`config.mk`:
```
export PLATFORM = sky130hd
export DESIGN_NAME = uar_usart_rx
export DESIGN_NICKNAME = d
export VERILOG_FILES = /design/src/rtl/uar_vote3.v /design/src/rtl/uar_usart_rx.v
export VERILOG_INCLUDE_DIRS = /design/src /design/src/include
export SDC_FILE = /design/constraint.sdc
export NUM_CORES = 1
export LEC_CHECK = 0
export BUFFER_PORTS_ARGS = -buffer_cell sky130_fd_sc_hd__clkbuf_2
export CORE_UTILIZATION = 52
export CTS_CLUSTER_SIZE = 40
export DETAILED_ROUTE_END_ITERATION = 6
export PLACE_DENSITY_LB_ADDON = 0.3
export SKIP_LAST_GASP = 1
export SLEW_MARGIN = 0
export SYNTH_ARGS = -nofsm -noshare
export SYNTH_HDL_FRONTEND = slang
export SYNTH_SLANG_ARGS = --single-unit
```
`constraint.sdc`:
```
create_clock -name pclk -period 2 [get_ports pclk]
set_clock_uncertainty 0.05 [all_clocks]
set_input_delay 0.5 -clock pclk [delete_from_list [all_inputs] [get_ports pclk]]
set_output_delay 0.5 -clock pclk [all_outputs]
set_load 0.005 [all_outputs]
```
`src/include/uar_consts.vh`:
```
// Register indices, field positions, reset values and timing counts of the serial receiver
`ifndef UAR_CONSTS_VH
`define UAR_CONSTS_VH

// ****************************************
// Register indices (byte address = index * 4)
// ****************************************
`define UAR_IDX_PERIPHERAL_FLAGS_1 8'h0c
`define UAR_IDX_RECEIVE_STATUS_CONTROL 8'h18
`define UAR_IDX_TRANSMIT_BUFFER 8'h19
`define UAR_IDX_RECEIVE_BUFFER 8'h1a
`define UAR_IDX_PERIPHERAL_ENABLES_1 8'h8c
`define UAR_IDX_TRANSMIT_STATUS_CONTROL 8'h98
`define UAR_IDX_BIT_RATE_DIVISOR 8'h99

// ****************************************
// Field positions
// ****************************************
`define UAR_BIT_RECEIVE_FLAG 5
`define UAR_BIT_RECEIVE_IRQ_ENABLE 5
`define UAR_BIT_SERIAL_PORT_ENABLE 7
`define UAR_BIT_RECEIVE_NINE_BIT_SELECT 6
`define UAR_BIT_SINGLE_RECEIVE_ENABLE 5
`define UAR_BIT_CONTINUOUS_RECEIVE_ENABLE 4
`define UAR_BIT_FRAMING_ERROR 2
`define UAR_BIT_OVERRUN_ERROR 1
`define UAR_BIT_RECEIVED_NINTH_BIT 0
`define UAR_BIT_CLOCK_SOURCE_SELECT 7
`define UAR_BIT_TRANSMIT_NINE_BIT_SELECT 6
`define UAR_BIT_TRANSMIT_ENABLE 5
`define UAR_BIT_SYNC_MODE_SELECT 4
`define UAR_BIT_HIGH_SPEED_SELECT 2
`define UAR_BIT_SHIFT_REGISTER_EMPTY 1
`define UAR_BIT_TRANSMIT_NINTH_BIT 0

// ****************************************
// Reset values
// ****************************************
`define UAR_RST_BYTE 8'h00
`define UAR_RST_TRANSMIT_STATUS_CONTROL 8'h02

// ****************************************
// Timing counts
// ****************************************
`define UAR_OVERSAMPLE_LAST 4'hf
`define UAR_VOTE_FIRST 4'h6
`define UAR_VOTE_SECOND 4'h7
`define UAR_VOTE_DECIDE 4'h8
`define UAR_LOW_SPEED_PRESCALE_LAST 2'h3
`define UAR_SYNC_CLOCK_HALF_LAST 3'h7
`define UAR_LAST_BIT_EIGHT 4'h7
`define UAR_LAST_BIT_NINE 4'h8

`endif

```
`src/rtl/uar_vote3.v`:
```
// Three-sample majority detector for the oversampled receive line
`timescale 1ns/10ps
`default_nettype none

module uar_vote3 (
    input wire pclk,
    input wire presetn,
    input wire take,
    input wire line,
    output wire vote
);

    reg sample_a;
    reg sample_b;

    // Keep the two earlier samples
    always @(posedge pclk or negedge presetn)
    begin
        if (!presetn)
        begin
            sample_a <= 1'b1;
            sample_b <= 1'b1;
        end
        else if (take)
        begin
            sample_b <= sample_a;
            sample_a <= line;
        end
    end

    // Two out of three with the current sample
    assign vote = (sample_a & sample_b) | (sample_a & line) | (sample_b & line);

endmodule

`default_nettype wire

```
`src/rtl/uar_usart_rx.v`:
```
// Asynchronous serial receiver with two-entry receive FIFO and APB register file
//
// Notes on behaviour
// - Incoming line is recovered by a front end running at sixteen times the bit rate.
// - The shift register moves once per bit, not once per oversample tick.
// - Asynchronous reception runs only while continuous receive enable is set.
// - After the stop bit is sampled the word moves into the FIFO if room exists.
// - A word entering the FIFO sets the receive flag; interrupt needs its enable.
// - Receive flag is read only and clears when the FIFO is read empty.
// - Receive buffer is a two-entry FIFO read out in arrival order.
// - Third stop bit with FIFO full sets overrun and drops the shifted word.
// - While overrun is set no word enters the FIFO.
// - Overrun clears only by clearing continuous receive enable; software then sets it again.
// - Framing error is recorded when the sampled stop bit is low.
// - Framing error and ninth bit travel with each word; a read shows the next.
// - Asynchronous port is active with mode select clear and port enable set.
// - Nine-bit select receives nine data bits; the ninth shows in status.
// - Unimplemented register bits read as zero.
// - Synchronous master mode is half duplex; receiving and driving data exclude each other.
// - Mode select chooses synchronous mode; port enable turns pins into clock and data.
// - Clock source select makes the device drive the serial clock as master.
// - Frame is start bit, eight or nine data bits LSB first, one stop bit.
// - Each bit is a majority vote of oversample edges seven, eight and nine.
`timescale 1ns/10ps
`default_nettype none
`include "uar_consts.vh"

module uar_usart_rx #(
    parameter ADDR_W = 12
) (
    input wire pclk,
    input wire presetn,
    input wire psel,
    input wire penable,
    input wire pwrite,
    input wire [ADDR_W-1:0] paddr,
    input wire [31:0] pwdata,
    output reg [31:0] prdata,
    output wire pready,
    output reg pslverr,
    input wire serial_data_line_in,
    output wire serial_data_line_out,
    output wire serial_data_line_oe,
    output reg serial_clock_line_out,
    output wire serial_clock_line_oe,
    output wire receive_irq
);

    // ****************************************
    // Declarations
    // ****************************************
    localparam RX_IDLE = 2'b00;
    localparam RX_START = 2'b01;
    localparam RX_DATA = 2'b10;
    localparam RX_STOP = 2'b11;

    reg serial_port_enable;
    reg receive_nine_bit_select;
    reg single_receive_enable;
    reg continuous_receive_enable;
    reg overrun_error;
    reg [7:0] peripheral_enables_1;
    reg clock_source_select;
    reg transmit_nine_bit_select;
    reg transmit_enable;
    reg sync_mode_select;
    reg high_speed_select;
    reg transmit_ninth_bit;
    reg [7:0] transmit_buffer;
    reg [7:0] bit_rate_divisor;

    reg rx_meta;
    reg rx_sync;
    reg rx_prev;
    reg [1:0] pre_cnt;
    reg [7:0] brg_cnt;
    reg tick16;
    reg [2:0] sclk_cnt;
    reg [1:0] rx_state;
    reg [3:0] os_cnt;
    reg [3:0] bit_cnt;
    reg [8:0] receive_shift_register;
    reg [9:0] fifo_mem [0:1];
    reg wr_ptr;
    reg rd_ptr;
    reg [1:0] fifo_cnt;
    reg pop_armed;
    reg [7:0] rdata;
    reg reg_hit;

    wire vote;
    wire rx_on;
    wire brg_run;
    wire sync_master;
    wire rx_fall;
    wire vote_take;
    wire vote_now;
    wire stop_done;
    wire fifo_full;
    wire fifo_empty;
    wire push;
    wire pop;
    wire receive_flag;
    wire [9:0] head;
    wire [9:0] entry;
    wire [3:0] last_bit;
    wire [7:0] reg_idx;
    wire addr_ok;
    wire apb_setup;
    wire apb_write;

    // ****************************************
    // Mode decode and pins
    // ****************************************
    assign rx_on = serial_port_enable & ~sync_mode_select & continuous_receive_enable;
    assign sync_master = serial_port_enable & sync_mode_select & clock_source_select;
    assign brg_run = serial_port_enable & (transmit_enable | continuous_receive_enable | single_receive_enable);

    // Master drives the clock pin in synchronous mode
    assign serial_clock_line_oe = sync_master;

    // Data pin is released while any receive enable is set
    assign serial_data_line_oe = serial_port_enable & sync_mode_select & transmit_enable
        & ~(continuous_receive_enable | single_receive_enable);
    assign serial_data_line_out = 1'b1;

    // Receive request output gated by its enable
    assign receive_irq = receive_flag & peripheral_enables_1[`UAR_BIT_RECEIVE_IRQ_ENABLE];

    // ****************************************
    // Line synchroniser
    // ****************************************
    // Two flops, then an edge history flop
    always @(posedge pclk or negedge presetn)
    begin
        if (!presetn)
        begin
            rx_meta <= 1'b1;
            rx_sync <= 1'b1;
            rx_prev <= 1'b1;
        end
        else
        begin
            rx_meta <= serial_data_line_in;
            rx_sync <= rx_meta;
            rx_prev <= rx_sync;
        end
    end

    assign rx_fall = rx_prev & ~rx_sync;

    // ****************************************
    // Oversample tick generator
    // ****************************************
    // Sixteen ticks per bit; low speed adds a divide by four
    always @(posedge pclk or negedge presetn)
    begin
        if (!presetn)
        begin
            pre_cnt <= 2'h0;
            brg_cnt <= 8'h00;
            tick16 <= 1'b0;
        end
        else if (!brg_run)
        begin
            pre_cnt <= 2'h0;
            brg_cnt <= 8'h00;
            tick16 <= 1'b0;
        end
        else
        begin
            tick16 <= 1'b0;
            if (high_speed_select || pre_cnt == `UAR_LOW_SPEED_PRESCALE_LAST)
            begin
                pre_cnt <= 2'h0;
                if (brg_cnt == bit_rate_divisor)
                begin
                    brg_cnt <= 8'h00;
                    tick16 <= 1'b1;
                end
                else
                    brg_cnt <= brg_cnt + 8'h01;
            end
            else
                pre_cnt <= pre_cnt + 2'h1;
        end
    end

    // Master clock toggles every eight ticks, one period per bit
    always @(posedge pclk or negedge presetn)
    begin
        if (!presetn)
        begin
            sclk_cnt <= 3'h0;
            serial_clock_line_out <= 1'b1;
        end
        else if (!sync_master || !brg_run)
        begin
            sclk_cnt <= 3'h0;
            serial_clock_line_out <= 1'b1;
        end
        else if (tick16)
        begin
            sclk_cnt <= sclk_cnt + 3'h1;
            if (sclk_cnt == `UAR_SYNC_CLOCK_HALF_LAST)
                serial_clock_line_out <= ~serial_clock_line_out;
        end
    end

    // ****************************************
    // Bit recovery
    // ****************************************
    assign vote_take = tick16 & (os_cnt == `UAR_VOTE_FIRST || os_cnt == `UAR_VOTE_SECOND);
    assign vote_now = tick16 & (os_cnt == `UAR_VOTE_DECIDE);

    uar_vote3 u_vote (
        .pclk(pclk),
        .presetn(presetn),
        .take(vote_take),
        .line(rx_sync),
        .vote(vote)
    );

    assign last_bit = receive_nine_bit_select ? `UAR_LAST_BIT_NINE : `UAR_LAST_BIT_EIGHT;

    // Frame sequencer: start, data bits, stop
    always @(posedge pclk or negedge presetn)
    begin
        if (!presetn)
        begin
            rx_state <= RX_IDLE;
            os_cnt <= 4'h0;
            bit_cnt <= 4'h0;
            receive_shift_register <= 9'h000;
        end
        else if (!rx_on)
            rx_state <= RX_IDLE;
        else
        begin
            case (rx_state)
                RX_IDLE:
                begin
                    if (rx_fall)
                    begin
                        rx_state <= RX_START;
                        os_cnt <= 4'h0;
                    end
                end
                default:
                begin
                    if (tick16)
                        os_cnt <= os_cnt + 4'h1;
                    if (vote_now)
                    begin
                        case (rx_state)
                            RX_START:
                            begin
                                if (vote)
                                    rx_state <= RX_IDLE;
                                else
                                begin
                                    rx_state <= RX_DATA;
                                    bit_cnt <= 4'h0;
                                end
                            end
                            RX_DATA:
                            begin
                                // LSB first, one shift per bit
                                receive_shift_register <= {vote, receive_shift_register[8:1]};
                                bit_cnt <= bit_cnt + 4'h1;
                                if (bit_cnt == last_bit)
                                    rx_state <= RX_STOP;
                            end
                            default:
                                rx_state <= RX_IDLE;
                        endcase
                    end
                end
            endcase
        end
    end

    // ****************************************
    // Receive FIFO
    // ****************************************
    assign stop_done = rx_on & (rx_state == RX_STOP) & vote_now;
    assign fifo_full = (fifo_cnt == 2'h2);
    assign fifo_empty = (fifo_cnt == 2'h0);
    assign push = stop_done & ~overrun_error & ~fifo_full;
    assign pop = psel & penable & pop_armed;
    assign receive_flag = ~fifo_empty;
    assign head = fifo_empty ? 10'h000 : fifo_mem[rd_ptr];

    // Entry is framing error, ninth bit, data byte
    assign entry = receive_nine_bit_select
        ? {~vote, receive_shift_register[8], receive_shift_register[7:0]}
        : {~vote, 1'b0, receive_shift_register[8:1]};

    // Two entries, written and read by index
    always @(posedge pclk or negedge presetn)
    begin
        if (!presetn)
        begin
            fifo_mem[0] <= 10'h000;
            fifo_mem[1] <= 10'h000;
            wr_ptr <= 1'b0;
            rd_ptr <= 1'b0;
            fifo_cnt <= 2'h0;
        end
        else
        begin
            if (push)
            begin
                fifo_mem[wr_ptr] <= entry;
                wr_ptr <= ~wr_ptr;
            end
            if (pop)
                rd_ptr <= ~rd_ptr;
            if (push && !pop)
                fifo_cnt <= fifo_cnt + 2'h1;
            else if (pop && !push)
                fifo_cnt <= fifo_cnt - 2'h1;
        end
    end

    // Overrun: set on a full FIFO, cleared by dropping the receive enable
    always @(posedge pclk or negedge presetn)
    begin
        if (!presetn)
            overrun_error <= 1'b0;
        else if (!continuous_receive_enable)
            overrun_error <= 1'b0;
        else if (stop_done && fifo_full)
            overrun_error <= 1'b1;
    end

    // ****************************************
    // APB slave
    // ****************************************
    assign reg_idx = paddr[9:2];
    assign addr_ok = (paddr[1:0] == 2'b00) && ((paddr >> 10) == {ADDR_W{1'b0}});
    assign apb_setup = psel & ~penable;
    assign apb_write = psel & penable & pwrite & reg_hit;
    assign pready = 1'b1;

    // Read mux and address decode
    always @*
    begin
        rdata = 8'h00;
        reg_hit = addr_ok;
        case (reg_idx)
            `UAR_IDX_PERIPHERAL_FLAGS_1:
                rdata = {2'b00, receive_flag, 5'b00000};
            `UAR_IDX_RECEIVE_STATUS_CONTROL:
                rdata = {serial_port_enable, receive_nine_bit_select, single_receive_enable,
                    continuous_receive_enable, 1'b0, head[9], overrun_error, head[8]};
            `UAR_IDX_TRANSMIT_BUFFER:
                rdata = transmit_buffer;
            `UAR_IDX_RECEIVE_BUFFER:
                rdata = head[7:0];
            `UAR_IDX_PERIPHERAL_ENABLES_1:
                rdata = peripheral_enables_1;
            `UAR_IDX_TRANSMIT_STATUS_CONTROL:
                rdata = {clock_source_select, transmit_nine_bit_select, transmit_enable,
                    sync_mode_select, 1'b0, high_speed_select, 1'b1, transmit_ninth_bit};
            `UAR_IDX_BIT_RATE_DIVISOR:
                rdata = bit_rate_divisor;
            default:
                reg_hit = 1'b0;
        endcase
    end

    // Answer captured in the setup cycle; data pops only if it was valid then
    always @(posedge pclk or negedge presetn)
    begin
        if (!presetn)
        begin
            prdata <= 32'h00000000;
            pslverr <= 1'b0;
            pop_armed <= 1'b0;
        end
        else if (apb_setup)
        begin
            prdata <= pwrite ? 32'h00000000 : {24'h000000, rdata};
            pslverr <= ~reg_hit;
            pop_armed <= ~pwrite & reg_hit & ~fifo_empty
                & (reg_idx == `UAR_IDX_RECEIVE_BUFFER);
        end
        else if (!psel)
        begin
            pslverr <= 1'b0;
            pop_armed <= 1'b0;
        end
    end

    // Software-written control registers
    always @(posedge pclk or negedge presetn)
    begin
        if (!presetn)
        begin
            serial_port_enable <= 1'b0;
            receive_nine_bit_select <= 1'b0;
            single_receive_enable <= 1'b0;
            continuous_receive_enable <= 1'b0;
            peripheral_enables_1 <= `UAR_RST_BYTE;
            clock_source_select <= 1'b0;
            transmit_nine_bit_select <= 1'b0;
            transmit_enable <= 1'b0;
            sync_mode_select <= 1'b0;
            high_speed_select <= 1'b0;
            transmit_ninth_bit <= 1'b0;
            transmit_buffer <= `UAR_RST_BYTE;
            bit_rate_divisor <= `UAR_RST_BYTE;
        end
        else if (apb_write)
        begin
            case (reg_idx)
                `UAR_IDX_RECEIVE_STATUS_CONTROL:
                begin
                    serial_port_enable <= pwdata[`UAR_BIT_SERIAL_PORT_ENABLE];
                    receive_nine_bit_select <= pwdata[`UAR_BIT_RECEIVE_NINE_BIT_SELECT];
                    single_receive_enable <= pwdata[`UAR_BIT_SINGLE_RECEIVE_ENABLE];
                    continuous_receive_enable <= pwdata[`UAR_BIT_CONTINUOUS_RECEIVE_ENABLE];
                end
                `UAR_IDX_TRANSMIT_BUFFER:
                    transmit_buffer <= pwdata[7:0];
                `UAR_IDX_PERIPHERAL_ENABLES_1:
                    peripheral_enables_1 <= pwdata[7:0];
                `UAR_IDX_TRANSMIT_STATUS_CONTROL:
                begin
                    clock_source_select <= pwdata[`UAR_BIT_CLOCK_SOURCE_SELECT];
                    transmit_nine_bit_select <= pwdata[`UAR_BIT_TRANSMIT_NINE_BIT_SELECT];
                    transmit_enable <= pwdata[`UAR_BIT_TRANSMIT_ENABLE];
                    sync_mode_select <= pwdata[`UAR_BIT_SYNC_MODE_SELECT];
                    high_speed_select <= pwdata[`UAR_BIT_HIGH_SPEED_SELECT];
                    transmit_ninth_bit <= pwdata[`UAR_BIT_TRANSMIT_NINTH_BIT];
                end
                `UAR_IDX_BIT_RATE_DIVISOR:
                    bit_rate_divisor <= pwdata[7:0];
                default:
                    bit_rate_divisor <= bit_rate_divisor;
            endcase
        end
    end

endmodule

`default_nettype wire

```
==> results.json, run 1 <==
{
  "grt-ovfl-total": 0,
  "detailedRoute.firstIterationViolations": 191,
  "timing.final.crit_period_ns": 2.09,
  "antenna_found_initial": 0,
  "drt.antenna.violating_nets": 0,
  "r2r_start": "os_cnt[0]",
  "post-route-drc-count": 0,
  "dominantRegCellSynth": "sky130_fd_sc_hd__dfrtp_1",
  "timing.rr.end": "fifo_mem[7]",
  "synth.top_cells.by_count": "102 x sky130_fd_sc_hd__dfrtp_1, 73 x sky130_fd_sc_hd__mux2_2, 30 x sky130_fd_sc_hd__nand2_1",
  "cts_tree": "built",
  "setup_tns_ns": -1.42,
  "failing_checks": "negative setup slack",
  "insertion_delay_ns": 0.37,
  "die_height_um": 107,
  "finish.instance_area_sq_um": 6710,
  "static-leakage-power_nw": 3.22,
  "routed_wl_met3_um": 632,
  "final-setup-viol-count": 18,
  "htree_num_levels": 3,
  "yosysTopAreaCellShare_pct": 44.1,
  "gr-usage-all-layers_pct": 24.2,
  "wire_length_on_met1_mm": 5.68,
  "synth-compound-area-share_pct": 7.29,
  "fin_cells": 721,
  "required_ns": 2.21,
  "setup_slack_ns": -0.0936,
  "total_number_of_placement_rows": 38,
  "routed_wirelength_mm": 12.8,
  "clock_tree.root_cell": "sky130_fd_sc_hd__clkbuf_8",
  "fmaxAchievable_ghz": 0.478,
  "cts_sinks": 108,
  "final_min_period_over_clock_period_pct": 105,
  "io_buffers": 38,
  "layout.nets": 640,
  "n_fill_cell": 864,
  "ctsLongestPathBuffers": 2,
  "area_growth_pct": 15.9,
  "yosys.area_share.simple_pct": 15.1,
  "synthesis.instances": 488,
  "initial_core_util_pct": 53.4,
  "crit_type": "reg -> reg",
  "routabilityCongestion": 0.892,
  "synth-edff-count": 0,
  "worst-path-max-fanout": 10,
  "clkTransAtPathRegs_ns": 0.10,
  "ys_seq_elements": 108,
  "met2WireLength_mm": 6.29,
  "placeableCoreArea_sq_um": 10800,
  "timing.critical_path.arrival_ns": 2.30,
  "crit_path_start_kind": "register",
  "post_synth_num_cell_types": 69,
  "ys_top_cells_by_area": "sky130_fd_sc_hd__dfrtp_1 44%, sky130_fd_sc_hd__mux2_2 14%, sky130_fd_sc_hd__buf_4 3.4%",
  "post_synth_instance_area_sq_um": 5780,
  "synth.yosys.warnings": 0,
  "synth_sequential_area_ratio_pct": 46.9,
  "synth.mux.area_fraction_pct": 19.1,
  "synth_top_family_by_area": "multiplexers",
  "cap_violations": 0,
  "fp.dieArea_sq_um": 11500,
  "dp_worst_setup_slack_ns": -0.160,
  "final-hold-violation-count": 0,
  "route.vias.total": 4117,
  "status": "complete, but fails checks",
  "maximum_vdd_drop_mv": 0.396,
  "r2r.worst_path.cells": 6,
  "top_layer": "met4",
  "ios": 89,
  "power_dens_cells_nw_per_um2": 578,
  "vias_per_instance": 5.71,
  "min_to": "rx_meta",
  "post_synth_xor_xnor_area_pct": 2.88,
  "syn_avg_cell_area_sq_um": 11.9,
  "post_synth_fa_ha_maj_area_fraction_pct": 3.20,
  "grt_setup_unrepaired": "yes",
  "source_of_the_worst_hold_timing_path": "serial_data_line_in",
  "holdCritPathClass": "in -> reg",
  "post-dp-hpwl_mm": 9.53,
  "post_route_cells_drive_above_1_share_pct": 39.2,
  "final_core_util_pct": 61.9,
  "grt_max_degree": 47,
  "placed_cell_area_sq_um": 6450,
  "timing.reg2reg.setup_slack_ns": -0.09,
  "number_of_global_route_vias_before_repair": 4173,
  "worstSetupEndpointType": "register",
  "synth_area_leader_cell": "sky130_fd_sc_hd__dfrtp_1",
  "synth.most_common_cell": "sky130_fd_sc_hd__dfrtp_1",
  "placed_cells_incl_taps": 704,
  "grt_first_pass_wirelength_mm": 21.2,
  "holdPathStages": 1,
  "async_flop_share_pct": 100,
  "drtPass1Iterations": 7,
  "maxSlewViolCount": 0,
  "antenna_cells_inserted": 0,
  "cts_made_buffers": 9,
  "per_cell_routed_wire_length_um": 17.8,
  "die_x_um": 107
}
## state kept, by name, summed over array words and instances (netlist names), 2 cells and up
signal	count
bit_cnt	4
prdata	8
os_cnt	4
peripheral_enables_1	8
pre_cnt	2
rx_state	2
fifo_cnt	2
bit_rate_divisor	8
transmit_buffer	8
sclk_cnt	3
fifo_mem	20
brg_cnt	8
receive_shift_register	9
## kinds of logic (layout without fill, tap and decap cells)
kind of cell,after synthesis,in the layout
AO/OA/AOI/OAI,60,60
buffers and inverters,50,118
other,2,26
multiplexers,92,92
adder cells (fa/ha/maj),15,15
AND/OR/NAND/NOR,142,143
XOR/XNOR,19,19
flip-flops,108,108
## per-layer routing
metal	up-vias	global-route usage (%)
met5	-	0
met4	0	8.81
met3	15	3.93
met2	119	39.8
met1	2064	32.4
li1	1919	-
## through the flow
| stage | hold slack, ns | total power [W] |
|---|---|---|
| CTS | 0.142 | 0.00390 |
| global placement | 0.288 | 0.00243 |
| finish | 0.152 | 0.00387 |
| floorplan | 0.154 | 0.00234 |
| detailed placement | 0.287 | 0.00244 |
| global route | 0.136 | 0.00402 |
## report_power, final
group	leakage [nW]	internal (W)	switching, W	total [W]
combinational	1.63	0.0000766	0.000128	0.000204
clock	0.107	0.000740	0.000738	0.00148
sequential	1.49	0.00219	0.00000286	0.00219
## how the worst max path moves through the flow
stage / from / end / cells past startpoint
floorplan: os_cnt[0] / fifo_mem[0] / 7
global placement: paddr[8] / prdata[0] / 7
detailed placement: paddr[1] / bit_rate_divisor[7] / 5
CTS: os_cnt[0] / fifo_mem[6] / 7
global route: os_cnt[0] / fifo_mem[15] / 7
finish: os_cnt[0] / fifo_mem[7] / 6
## placed cells by master (no fill, tap or decap), types with 4 or more instances in the layout
cell / synthesis / routed
sky130_fd_sc_hd__mux2_4: 9 / 9
sky130_fd_sc_hd__nor2_1: 21 / 19
sky130_fd_sc_hd__nor4_1: 6 / 5
sky130_fd_sc_hd__dfrtp_1: 102 / 102
sky130_fd_sc_hd__o211ai_1: 4 / 4
sky130_fd_sc_hd__a21oi_1: 6 / 6
sky130_fd_sc_hd__nand2_1: 30 / 30
sky130_fd_sc_hd__o21ai_0: 18 / 17
sky130_fd_sc_hd__nand3_1: 12 / 12
sky130_fd_sc_hd__nor3_1: 7 / 7
sky130_fd_sc_hd__xnor2_1: 11 / 11
sky130_fd_sc_hd__mux4_2: 4 / 4
sky130_fd_sc_hd__clkbuf_8: 0 / 10
sky130_fd_sc_hd__mux2_2: 73 / 73
sky130_fd_sc_hd__nor3b_1: 5 / 5
sky130_fd_sc_hd__clkbuf_2: 0 / 37
sky130_fd_sc_hd__inv_1: 8 / 6
sky130_fd_sc_hd__xor2_1: 8 / 8
sky130_fd_sc_hd__nand2b_1: 7 / 7
sky130_fd_sc_hd__mux2i_1: 6 / 6
sky130_fd_sc_hd__nand4_1: 4 / 4
sky130_fd_sc_hd__nand3b_1: 5 / 5
sky130_fd_sc_hd__conb_1: 2 / 26
sky130_fd_sc_hd__buf_4: 26 / 53
sky130_fd_sc_hd__ha_1: 14 / 11
sky130_fd_sc_hd__dfstp_2: 6 / 6
sky130_fd_sc_hd__and3_1: 10 / 10
## critical path, cell delays in order (launching register included)
cell	delay [ns]
sky130_fd_sc_hd__dfrtp_1	0.41
sky130_fd_sc_hd__inv_2	0.08
sky130_fd_sc_hd__ha_4	0.14
sky130_fd_sc_hd__nand4b_4	0.11
sky130_fd_sc_hd__or4_4	0.53
sky130_fd_sc_hd__or2_4	0.33
sky130_fd_sc_hd__mux2_4	0.32
## what timing repair did
action | in CTS | in global routing
endpoints found under the hold margin | 6 | 0
hold buffers | 1 | 0
resized for setup | 6 | 7
cloned | 0 | 1
pin swaps | 2 | 2
setup buffers | 0 | 0
setup endpoints to repair | 20 | 37
## final cells by class
class	instances	area, sq um	share of cell area [%]
Clock inverter	4	72.6	1.08
Timing Repair Buffer	94	653	9.74
Tap cell	140	175	2.61
Sequential cell	108	2710	40.4
Clock buffer	12	145	2.16
Multi-Input combinational cell	355	2920	43.5
Inverter	8	30.0	0.448
Note: power is estimated with default switching activity, not from simulation.
==> inputs of run 2 (changes only) <==
PLACE_DENSITY = 0.81   (was unset)
PLACE_DENSITY_LB_ADDON = unset   (was 0.3)
==> results.json, run 2 (same netlist as run 1, synthesis figures left out) <==
{
  "grt_first_pass_wirelength_mm": 21.6,
  "initial_core_util_pct": 53.4,
  "cap_violations": 0,
  "grt-ovfl-total": 0,
  "mostFrequentLayoutCell": "sky130_fd_sc_hd__dfrtp_1",
  "post-dp-hpwl_mm": 9.71,
  "fp.dieArea_sq_um": 11500,
  "grt_max_degree": 42,
  "setup_slack_ns": -0.0612,
  "globalRouteMet1Util_pct": 32.5,
  "placed_cell_area_sq_um": 6430,
  "cts_sinks": 108,
  "worstSetupEndpointType": "register",
  "required_ns": 2.21,
  "clkTransAtPathRegs_ns": 0.11,
  "grt_setup_unrepaired": "yes",
  "gr-max-usage-layer": "met2",
  "maxSlewViolCount": 0,
  "post-route-drc-count": 0,
  "worst-path-max-fanout": 5,
  "power_dens_cells_nw_per_um2": 567,
  "number_of_flip_flops_under_the_largest_register_name": 20,
  "ios": 89,
  "routabilityCongestion": 0.945,
  "post_route_cells_drive_above_1_share_pct": 40.1,
  "antenna_cells_inserted": 0,
  "footprint_of_the_multi_input_gates_sq_um": 2950,
  "detailedRoute.firstIterationViolations": 280,
  "finalHoldWorstSlack_ns": -0.00682,
  "holdCritPathClass": "in -> async",
  "die_height_um": 107,
  "layout.nets": 640,
  "final_min_period_over_clock_period_pct": 103,
  "maximum_vdd_drop_mv": 0.388,
  "ctsLongestPathBuffers": 2,
  "static-leakage-power_nw": 3.23,
  "fmaxAchievable_ghz": 0.485,
  "clock_tree.root_cell": "sky130_fd_sc_hd__clkbuf_8",
  "total_number_of_placement_rows": 38,
  "ff_latch_area_sq_um": 2710,
  "vias_per_instance": 5.89,
  "cts_made_buffers": 9,
  "htree_num_levels": 3,
  "gr-usage-all-layers_pct": 24.6,
  "timing.final.crit_period_ns": 2.06,
  "timing.critical_path.arrival_ns": 2.27,
  "final-hold-violation-count": 6,
  "finish.instance_area_sq_um": 6720,
  "crit_type": "reg -> reg",
  "die_x_um": 107,
  "failing_checks": "negative hold slack, negative setup slack",
  "met3_usage_pct": 4.18,
  "cts_tree": "built",
  "n_fill_cell": 830,
  "area_growth_pct": 16.1,
  "insertion_delay_ns": 0.38,
  "reg_top3": "fifo_mem: 20 flops, receive_shift_register: 9 flops",
  "per_cell_routed_wire_length_um": 18.5,
  "leading_cell_types_in_the_layout_fill_and_taps_excluded": "102 x sky130_fd_sc_hd__dfrtp_1, 72 x sky130_fd_sc_hd__mux2_2, 52 x sky130_fd_sc_hd__buf_4, 37 x sky130_fd_sc_hd__clkbuf_2, 30 x sky130_fd_sc_hd__nand2_1",
  "crit_path_start_kind": "register",
  "route.vias.total": 4247,
  "drt.antenna.violating_nets": 0,
  "antenna_found_initial": 0,
  "setup_tns_ns": -0.464,
  "drtPass1Iterations": 5,
  "groute.layer.met2.usage_pct": 39.7,
  "routed_wirelength_mm": 13.3,
  "largest-register": "fifo_mem",
  "maxSlewHeadroom_pct": 66.6,
  "status": "complete, but fails checks",
  "final-setup-viol-count": 17,
  "number_of_global_route_vias_before_repair": 4319,
  "placeableCoreArea_sq_um": 10800,
  "io_buffers": 38,
  "tightestPinTransition_ns": 0.494
}
## run 2: cell count changes in the layout (fill, tap and decap cells not counted), sizes merged
cell | previous run | this run
clkinv | 1 | 3
clkbuf | 49 | 48
or2 | 1 | 2
bufinv | 2 | 1
dlygate4sd3 | 1 | 0
## run 2: worst paths after layout
path | start | end | slack [ns] | cells after the start
setup / recovery | os_cnt[1] | fifo_mem[12] | -0.06 | 7
hold / removal | presetn | brg_cnt[5] | -0.007 | 1
setup reg to reg | os_cnt[1] | fifo_mem[12] | -0.06 | 7
hold reg to reg | rx_meta | rx_sync | 0.32 | 0
max in group asynchronous | presetn | u_vote.sample_b | 1.24 | 2
min in group pclk | serial_data_line_in | rx_meta | 0.13 | 1
## run 2: critical path: stages, from the launching register on
cell and delay (ns):
sky130_fd_sc_hd__dfrtp_1 0.40, sky130_fd_sc_hd__inv_2 0.08, sky130_fd_sc_hd__ha_4 0.14, sky130_fd_sc_hd__nand4b_4 0.11, sky130_fd_sc_hd__or4_4 0.53, sky130_fd_sc_hd__buf_6 0.15
sky130_fd_sc_hd__nand2b_4 0.17, sky130_fd_sc_hd__mux2_4 0.32
## run 2: stage by stage
stage	power [W]	worst slack, ns	utilization (%)	hold slack [ns]	std cells
floorplan	0.00234	-0.136	-	0.154	512
global placement	0.00243	-0.117	59.3	0.299	703
detailed placement	0.00243	-0.197	59.3	0.298	703
CTS	0.00383	-0.123	61.3	0.0130	720
global route	0.00393	-0.113	62.0	0.0258	721
finish	0.00381	-0.0612	62.0	-0.00682	721
## run 2: power breakdown
group | total (W) | switching [W] | internal (W)
logic | 0.000200 | 0.000130 | 0.0000694
registers | 0.00219 | 0.00000300 | 0.00219
clock network | 0.00142 | 0.000769 | 0.000650
## run 2: layout make-up
class	instances	area share, %
multi-input cells	356	44.0
flip-flops and latches	108	40.3
repair buffers	93	9.50
well taps	140	2.61
clock buffers	11	2.25
clock inverters	5	0.894
inverters	8	0.447
## run 2: what timing repair did
item | in CTS | in global routing
pin swaps | 3 | 7
gates resized for setup | 5 | 15
setup buffers | 0 | 1
endpoints found under the setup margin | 22 | 34
hold buffers | 0 | 0
gates cloned | 2 | 0
## run 2: per-layer routing
metal  part of all wire [%]  routed length, um  vias up
met5                      0                  0        -
met4                    2.3                304        0
met3                    5.4                724       28
met2                     49               6460      166
met1                     44               5820     2140
li1                       -                  -     1913
